==> src/logic/omlc_defs.svh <==
`ifndef OMLC_DEFS_SVH
`define OMLC_DEFS_SVH

// ----------------------------------------
// Register map (printed offsets are indices, byte address is four times)
// ----------------------------------------
`define OMLC_LEVELS_IDX      8'h15
`define OMLC_LEVELS_ADDR     8'h54
`define OMLC_SILENCE_ADDR    8'h58
`define OMLC_STATUS_ADDR     8'h5C

// ----------------------------------------
// Field layout and reset values
// ----------------------------------------
`define OMLC_FIELD_W         2
`define OMLC_LEVELS_RESET    8'h55
`define OMLC_SILENCE_RESET   4'hF
`define OMLC_MODE_RESET      4'h0

`endif

==> src/logic/omlc_pkg.sv <==
package omlc_pkg;

	// Muted-state code held in each 2-bit field
	typedef enum logic [1:0]
	{
		OMLC_BYPASS    = 2'b00,
		OMLC_LEVEL_LO  = 2'b01,
		OMLC_LEVEL_HI  = 2'b10,
		OMLC_LEVEL_BOTH= 2'b11
	} omlc_level_type;

	// Differential driver action while muted
	typedef enum logic [1:0]
	{
		OMLC_DIFF_RUN   = 2'b00,
		OMLC_DIFF_VCM   = 2'b01,
		OMLC_DIFF_HIGH  = 2'b10,
		OMLC_DIFF_RAILS = 2'b11
	} omlc_diff_type;

endpackage

==> src/logic/omlc_output_mute_level_control.sv <==
// Notes on behaviour
// - Four 2-bit RW fields, drivers 7..4.
// - Diff: 0 bypass, 1 Vcm, 2 high.
// - Diff code 3: P to rail, N ground.
// - CMOS: per-code low forcing of P/N.
// - Field selects state, not mute entry.
// - Mute when enabled and source invalid.
//
// Our own choice: register access over APB.

`timescale 1ns/1ps
`include "omlc_defs.svh"

module omlc_output_mute_level_control
	import omlc_pkg::*;
(
	input  wire logic        pclk,            // Register clock, 250 MHz
	input  wire logic        presetn,         // Async reset, active low
	input  wire logic        psel,            // APB select
	input  wire logic        penable,         // APB access phase
	input  wire logic        pwrite,          // APB direction
	input  wire logic [7:0]  paddr,           // APB byte address
	input  wire logic [31:0] pwdata,          // APB write data
	output logic      [31:0] prdata,          // APB read data
	output logic             pready,          // APB ready
	output logic             pslverr,         // APB error, unmapped address
	input  wire logic        source_invalid,  // Selected clock source invalid (pin)
	output logic      [3:0]  driver_muted,    // Driver 7..4 is in mute
	output logic      [7:0]  diff_action,     // Diff action per driver, 2 bits each
	output logic      [3:0]  cmos_force_p_low,// CMOS P forced low
	output logic      [3:0]  cmos_force_n_low // CMOS N forced low
);

	// ----------------------------------------
	// Storage
	// ----------------------------------------
	logic [7:0] upper_driver_mute_levels_reg;      // Mute level fields
	logic [3:0] channel_auto_silence_enable_reg;   // Per-driver enables
	logic [3:0] cmos_mode_reg;                     // 1 = driver in CMOS mode
	logic [2:0] invalid_sync_reg;                  // Pin synchroniser
	logic       invalid_reg;                       // Filtered source state
	logic       access;                            // Completing APB access
	logic       wr;                                // Write strobe
	logic       hit;                               // Mapped address

	// Next values, worked out combinationally and then registered
	// so that every output of the block leaves from a flip-flop
	logic [31:0] read_data_next;                   // Word for the coming access cycle
	logic        slave_error_next;                 // Error for the coming access cycle
	logic [3:0]  driver_muted_next;                // Mute entry per driver
	logic [7:0]  diff_action_next;                 // Diff action per driver
	logic [3:0]  force_p_low_next;                 // CMOS P low per driver
	logic [3:0]  force_n_low_next;                 // CMOS N low per driver

	assign access = psel & penable;
	assign wr     = access & pwrite;
	assign hit    = (paddr == `OMLC_LEVELS_ADDR) | (paddr == `OMLC_SILENCE_ADDR)
		| (paddr == `OMLC_STATUS_ADDR);

	// ----------------------------------------
	// Register writes
	// ----------------------------------------
	// Any code is accepted; 3 is only advised for software
	always_ff @(posedge pclk or negedge presetn)
	begin
		if (!presetn)
			upper_driver_mute_levels_reg <= `OMLC_LEVELS_RESET;
		else if (wr && paddr == `OMLC_LEVELS_ADDR)
			upper_driver_mute_levels_reg <= pwdata[7:0];
	end

	// Enables and mode bits share one word of our own
	always_ff @(posedge pclk or negedge presetn)
	begin
		if (!presetn)
		begin
			channel_auto_silence_enable_reg <= `OMLC_SILENCE_RESET;
			cmos_mode_reg                   <= `OMLC_MODE_RESET;
		end
		else if (wr && paddr == `OMLC_SILENCE_ADDR)
		begin
			channel_auto_silence_enable_reg <= pwdata[3:0];
			cmos_mode_reg                   <= pwdata[7:4];
		end
	end

	// ----------------------------------------
	// APB answer: always one access cycle, zero wait
	// ----------------------------------------
	// Read word chosen in the setup cycle, shown in the access cycle
	always_comb
	begin
		read_data_next   = 32'h0000_0000;
		slave_error_next = 1'b0;
		if (psel && !penable)
		begin
			// Unmapped offsets answer with an error, reads give zero
			slave_error_next = ~hit;
			if (!pwrite)
			begin
				// Status is taken at the setup edge, so it is one cycle old
				if (paddr == `OMLC_LEVELS_ADDR)
					read_data_next = {24'h00_0000, upper_driver_mute_levels_reg};
				else if (paddr == `OMLC_SILENCE_ADDR)
					read_data_next = {24'h00_0000, cmos_mode_reg,
						channel_auto_silence_enable_reg};
				else if (paddr == `OMLC_STATUS_ADDR)
					read_data_next = {27'h000_0000, invalid_reg, driver_muted};
			end
		end
	end

	// Answer registers; ready is a one-cycle pulse in the access phase
	always_ff @(posedge pclk or negedge presetn)
	begin
		if (!presetn)
		begin
			pready  <= 1'b0;
			pslverr <= 1'b0;
			prdata  <= 32'h0000_0000;
		end
		else
		begin
			// Ready rises in the access phase, drops right after
			pready  <= psel & ~penable;
			pslverr <= slave_error_next;
			prdata  <= read_data_next;
		end
	end

	// ----------------------------------------
	// Source-invalid pin filter
	// ----------------------------------------
	// Change accepted only once stages two and three agree
	always_ff @(posedge pclk or negedge presetn)
	begin
		if (!presetn)
		begin
			invalid_sync_reg <= 3'h0;
			invalid_reg      <= 1'b0;
		end
		else
		begin
			invalid_sync_reg <= {invalid_sync_reg[1:0], source_invalid};
			if (invalid_sync_reg[1] == invalid_sync_reg[2])
				invalid_reg <= invalid_sync_reg[2];
		end
	end

	// ----------------------------------------
	// Driver control decode, one driver per pass
	// ----------------------------------------
	// Every code is legal, so the decode has no default branch.
	// Mode bits switch a driver between the two tables at once;
	// software should mute-free a driver before changing its mode.
	always_comb
	begin
		driver_muted_next = 4'h0;
		diff_action_next  = 8'h00;
		force_p_low_next  = 4'h0;
		force_n_low_next  = 4'h0;
		// Unmuted drivers keep every control at zero
		for (int i = 0; i < 4; i++)
		begin
			// Entry decided only by enable and source, never by field
			driver_muted_next[i] = channel_auto_silence_enable_reg[i] & invalid_reg;
			if (driver_muted_next[i] && !cmos_mode_reg[i])
			begin
				// Differential: each code names its own driver action
				unique case (omlc_level_type'(upper_driver_mute_levels_reg[2*i +: 2]))
					OMLC_BYPASS:     diff_action_next[2*i +: 2] = OMLC_DIFF_RUN;
					OMLC_LEVEL_LO:   diff_action_next[2*i +: 2] = OMLC_DIFF_VCM;
					OMLC_LEVEL_HI:   diff_action_next[2*i +: 2] = OMLC_DIFF_HIGH;
					OMLC_LEVEL_BOTH: diff_action_next[2*i +: 2] = OMLC_DIFF_RAILS;
				endcase
			end
			else if (driver_muted_next[i])
			begin
				// CMOS: forcing one half low leaves the other half running
				unique case (omlc_level_type'(upper_driver_mute_levels_reg[2*i +: 2]))
					OMLC_BYPASS:
					begin
						// Both halves keep running
						force_p_low_next[i] = 1'b0;
						force_n_low_next[i] = 1'b0;
					end
					OMLC_LEVEL_LO:
					begin
						// P keeps toggling, N held low
						force_p_low_next[i] = 1'b0;
						force_n_low_next[i] = 1'b1;
					end
					OMLC_LEVEL_HI:
					begin
						// P held low, N keeps toggling
						force_p_low_next[i] = 1'b1;
						force_n_low_next[i] = 1'b0;
					end
					OMLC_LEVEL_BOTH:
					begin
						// Both halves held low
						force_p_low_next[i] = 1'b1;
						force_n_low_next[i] = 1'b1;
					end
				endcase
			end
		end
	end

	// Driver controls leave through flip-flops, one cycle after decode
	always_ff @(posedge pclk or negedge presetn)
	begin
		if (!presetn)
		begin
			driver_muted     <= 4'h0;
			diff_action      <= 8'h00;
			cmos_force_p_low <= 4'h0;
			cmos_force_n_low <= 4'h0;
		end
		else
		begin
			driver_muted     <= driver_muted_next;
			diff_action      <= diff_action_next;
			cmos_force_p_low <= force_p_low_next;
			cmos_force_n_low <= force_n_low_next;
		end
	end

endmodule

==> config.mk <==
export PLATFORM = sky130hd
export DESIGN_NAME = omlc_output_mute_level_control
export DESIGN_NICKNAME = d
export VERILOG_FILES = /design/src/logic/omlc_pkg.sv /design/src/logic/omlc_output_mute_level_control.sv
export VERILOG_INCLUDE_DIRS = /design/src /design/src/logic
export SDC_FILE = /design/constraint.sdc
export NUM_CORES = 1
export LEC_CHECK = 0
export ABC_AREA = 0
export BUFFER_PORTS_ARGS = -buffer_cell sky130_fd_sc_hd__clkbuf_2
export CORE_MARGIN = 2
export CORE_UTILIZATION = 49
export DETAILED_ROUTE_END_ITERATION = 7
export PLACE_DENSITY = 0.84
export SYNTH_ARGS = -nofsm -noshare
export SYNTH_HDL_FRONTEND = slang
export SYNTH_SLANG_ARGS = --single-unit
==> constraint.sdc <==
create_clock -name pclk -period 1.7 [get_ports pclk]
set_clock_uncertainty 0.2 [all_clocks]
set_input_delay 0.085 -clock pclk [delete_from_list [all_inputs] [get_ports pclk]]
set_output_delay 0.085 -clock pclk [all_outputs]
set_load 0.03 [all_outputs]
Word-level counts from Yosys, hierarchy flattened. Index checks and enable logic that the tools add are counted.

Equal/unequal tests: 16. Muxes and demuxes: 38. Bitwise operators: 11. Reduce and logical (&&, ||, !) cells: 32.

Operator list (count): $mux W32 (1); $pmux W2 S4 (4); $reduce_or A2 Y1 (16); $eq A8 B7 Y1 const B (3); $mux W8 (3); $mux W1 (17); $eq A2 B2 Y1 const B (8); $pmux W1 S2 (8); $eq A2 B1 Y1 const B (4); $logic_not A2 Y1 (4); $mux W2 (4); $and A1 B1 Y1 (7); $logic_and A1 B1 Y1 (7); $logic_not A1 Y1 (5); $mux W5 (1); $not A1 Y1 (2); $or A1 B1 Y1 (2); $eq A1 B1 Y1 (1).

Bits in registers: 74. Input bits: 46. Output and inout port bits: 54. Logic and storage cells: 109.

Logic depth before layout (Yosys ltp).
Depth after elaboration: 6. Depth in mapped cells: 5. Mapped depth without buffers: 3.

Worst setup path after synthesis. Ideal clock, no wire load.

Kind: input -> register. Start: input port paddr[7]. End: register cmos_mode_reg[0]. Setup time: 125 ps. Data arrival time: 1498 ps. Required time: 1375 ps. Path slack: -123 ps. Stages: 3. Path buffers: 0. Cells stage by stage: or4b_4 nor4_4 mux2_2.

Word-level cells in the longest chain between the ends: 2.

RTL lines: start, declared (line omlc_output_mute_level_control.sv:22) `input wire logic [7:0] paddr,`; $eq A8 B7 Y1 (no source line); $logic_and A1 B1 Y1 (no source line); end signal, assigned (line omlc_output_mute_level_control.sv:78) `` cmos_mode_reg <= `OMLC_MODE_RESET; ``; end signal, assigned (line omlc_output_mute_level_control.sv:83) `cmos_mode_reg <= pwdata[7:4];`; end, declared (line omlc_output_mute_level_control.sv:39) `logic [3:0] cmos_mode_reg;`.

Every way passes these cells. A chain may end at the register's enable or synchronous reset.

Worst setup path after layout.
Start: input port psel. End: register upper_driver_mute_levels_reg[7].

Word-level cells in the longest chain between the ends: 3.

RTL lines: start, declared (line omlc_output_mute_level_control.sv:19) `input wire logic psel,`; $and A1 B1 Y1 (line omlc_output_mute_level_control.sv:55) `assign access = psel & penable;`; $and A1 B1 Y1 (line omlc_output_mute_level_control.sv:56) `assign wr = access & pwrite;`; $logic_and A1 B1 Y1 (no source line); end signal, assigned (line omlc_output_mute_level_control.sv:67) `` upper_driver_mute_levels_reg <= `OMLC_LEVELS_RESET; ``; end signal, assigned (line omlc_output_mute_level_control.sv:69) `upper_driver_mute_levels_reg <= pwdata[7:0];`; end, declared (line omlc_output_mute_level_control.sv:37) `logic [7:0] upper_driver_mute_levels_reg;`.

Every way passes these cells.

==> impl_results.md <==
- Final period utilization: 0.944
- Required time of the critical path: about 1700 ps
- Sequential cell area fraction in the yosys report: 0.614
- Rows: 23
- First-pass GRT wire length: ~6000 um
- Overflow after GRT: 0
- Hold path depth: 4
- Area share of the largest cell type after synthesis: 0.511
- Critical Path End Type: register
- IO buf count: 51
- Leak Pwr: 1.36 nW
- DRC: 0
- Root buffer selected by CTS: clkbuf_8
- Worst Path Arrival: around 1600 ps
- Slew @ Worst Pin: 591 ps
- Post-synth top cells: 42 x dfrtp_1, 24 x buf_4, 21 x mux2_2
- Cell Area, Synth: 2060 um2
- Core region area: 4030 um2
- Final ANT Viol Nets: 0
- Synth Flop Type: dfrtp_1
- Ys async rst share: 1.00
- Clock buffer depth: 2
- GRT Overall Usage: 0.179
- Fmax: a little over 600 MHz
- Fin. Hold Viols: 0
- Die Ht: a little under 70 um
- Number of global-route vias before repair: around 1300
- Layout area overhead: 25.7%
- Avg Cell Area, Syn: between 10 and 15 um2
- Max-slew violations: 0
- Dpl cells: 261
- Hold Crit Start: paddr[3]
- R2r worst-path depth: 3
- CTS H-tree depth: 2
- PwrDens: 865 nW/um2
- Initial Util: 0.510
- Share of cells above drive strength 1: 0.416
- DR pass1 iterations: 4
- WL/cell: between 10 and 15 um
- Post-synth EDFFs: 0
- Worst Path Max Fanout: 4
- Final setup fails: 0
- Crit Path Category: input pin to register
- Finished Layout Cells: between 200 and 300
- Vias: 1376
- YS warnings: 0
- Ports: 100
- Relative slew slack: 0.605
- Final total power: between 2 and 2.5 mW
- Antenna diode count: 0
- Post-CTS setup buffers: 0
- Critical R2R Launch: invalid_reg$_DFFE_PN0N_
- Yosys cell types: 21
- Fin util: 0.642
- HPWL after detailed placement: 2830 um
- Status: finished, final reports clean
- Top cells by area, synth: dfrtp_1 51%, mux2_2 12%, dfstp_2 10%, buf_4 8.8%, a22oi_1 2.9%
- #FFs+latches synth: 50
- R2R Setup Slk: roughly 350 ps
- Hold EP: prdata[0]$_DFF_PN0_
- Fillers: roughly 310
- CTS Sinks: 50
- Routability congestion estimate: ~0.80
- Worst r2r dst: prdata[4]$_DFF_PN0_
- Final WL: 3880 um
- Initial DRC count: about 190
- Die area: about 4700 um2
- CTS clock-pin slew for the worst setup and hold paths: 80 ps
- DR vias/cell: a little under 5
- TritonCTS Buffers: 5
- Worst-skew pair later-pin latency: around 300 ps
- CTS tree: done
- Mapped Cells: 159
- MaxCap Viol Count: 0
- Hold crit path type: input pin to register
- Initial antenna violation count: 0
- Layout Nets: approximately 280
- Worst vdd ir: between 300 and 400 uV
- Final Critical Period: 1600 ps
- Post-synth top area cell: dfrtp_1
- Startpoint types: input pin
- RSZ-0062 raised after global routing: no
- Most common cell in the netlist: dfrtp_1
- Die Wd: 68.8 um
- Largest net degree at the start of global routing: just over 50
layout make-up:
class	instances	area (um2)	share of cell area
Sequential cell	50	1260	0.488
Multi-Input combinational cell	102	694	0.269
Timing Repair Buffer	71	449	0.174
Clock buffer	6	72.6	0.0281
Tap cell	50	62.6	0.0242
Clock inverter	2	37.5	0.0145
Inverter	2	7.51	0.00290
power breakdown:
group          total (mW)  switching (mW)  internal, mW  leakage (nW)
clock               0.809           0.370         0.439        0.0514
sequential           1.22          0.0138          1.21         0.658
combinational       0.207           0.143        0.0639         0.651
total                2.24           0.526          1.71          1.36
stage by stage:
step                      TNS, ps  setup WS [ps]  hold WS, ps  instance area, um2
final                           0           95.1         62.7                2580
after floorplan              -951          -79.8         -411                2140
after global placement      -2270           -136        -2.80                2310
after detailed placement    -2680           -163        -1.47                2310
after global routing            0           29.6         79.2                2580
after CTS                       0           54.6         40.4                2560
cell usage in the layout, fill, tap and decap left out, types with 7 or more instances in the layout:
cell           synthesis  layout
clkbuf_2               0      50
dfrtp_1               42      42
conb_1                 1      24
mux2_2                21      21
nor2_1                16      16
dlygate4sd3_1          0      15
a22oi_1                8       8
and3_1                 8       8
dfstp_2                8       8
nand2_1                7       7
worst max-delay path by stage:
stage                   from                                           to  slack [ps]  cells past startpoint
detailed placement  paddr[7]                 cmos_mode_reg[0]$_DFFE_PN0P_        -160                      5
finish                  psel  upper_driver_mute_levels_reg[7]$_DFFE_PN0P_         100                      5
global route            psel  upper_driver_mute_levels_reg[3]$_DFFE_PN0P_          30                      5
floorplan           paddr[7]                 cmos_mode_reg[0]$_DFFE_PN0P_         -80                      3
CTS                     psel                 cmos_mode_reg[0]$_DFFE_PN0P_          50                      6
global placement    paddr[7]  upper_driver_mute_levels_reg[7]$_DFFE_PN0P_        -140                      5
timing repair:
action,in CTS,in global routing
gates resized for setup,0,4
setup endpoints to repair,0,11
hold endpoints to repair,61,7
hold buffers,14,1
worst max-delay path, stage by stage:
cell           delay (ps)
dlygate4sd3_1         600
nand3_4               110
nor4_4                270
buf_4                 200
mux2_2                330
metal layers:
layer / up-vias / part of all wire / track usage
li1: 636 / - / -
met1: 673 / 0.41 / 0.219
met2: 62 / 0.51 / 0.299
met3: 5 / 0.068 / 0.0422
met4: 0 / 0.015 / 0.0809
met5: - / 0 / 0
cells by family (layout without fill, tap and decap cells):
| logic type | after synthesis | in the layout | share of synthesized area |
|---|---|---|---|
| AND/OR/NAND/NOR | 48 | 48 | 0.137 |
| flip-flops | 50 | 50 | 0.614 |
| other | 1 | 24 | 0.00182 |
| AO/OA/AOI/OAI | 8 | 8 | 0.0292 |
| buffers and inverters | 30 | 81 | 0.0986 |
| adder cells (fa/ha/maj) | 1 | 1 | 0.00487 |
| multiplexers | 21 | 21 | 0.115 |
Power figures use the tool's default switching activity.
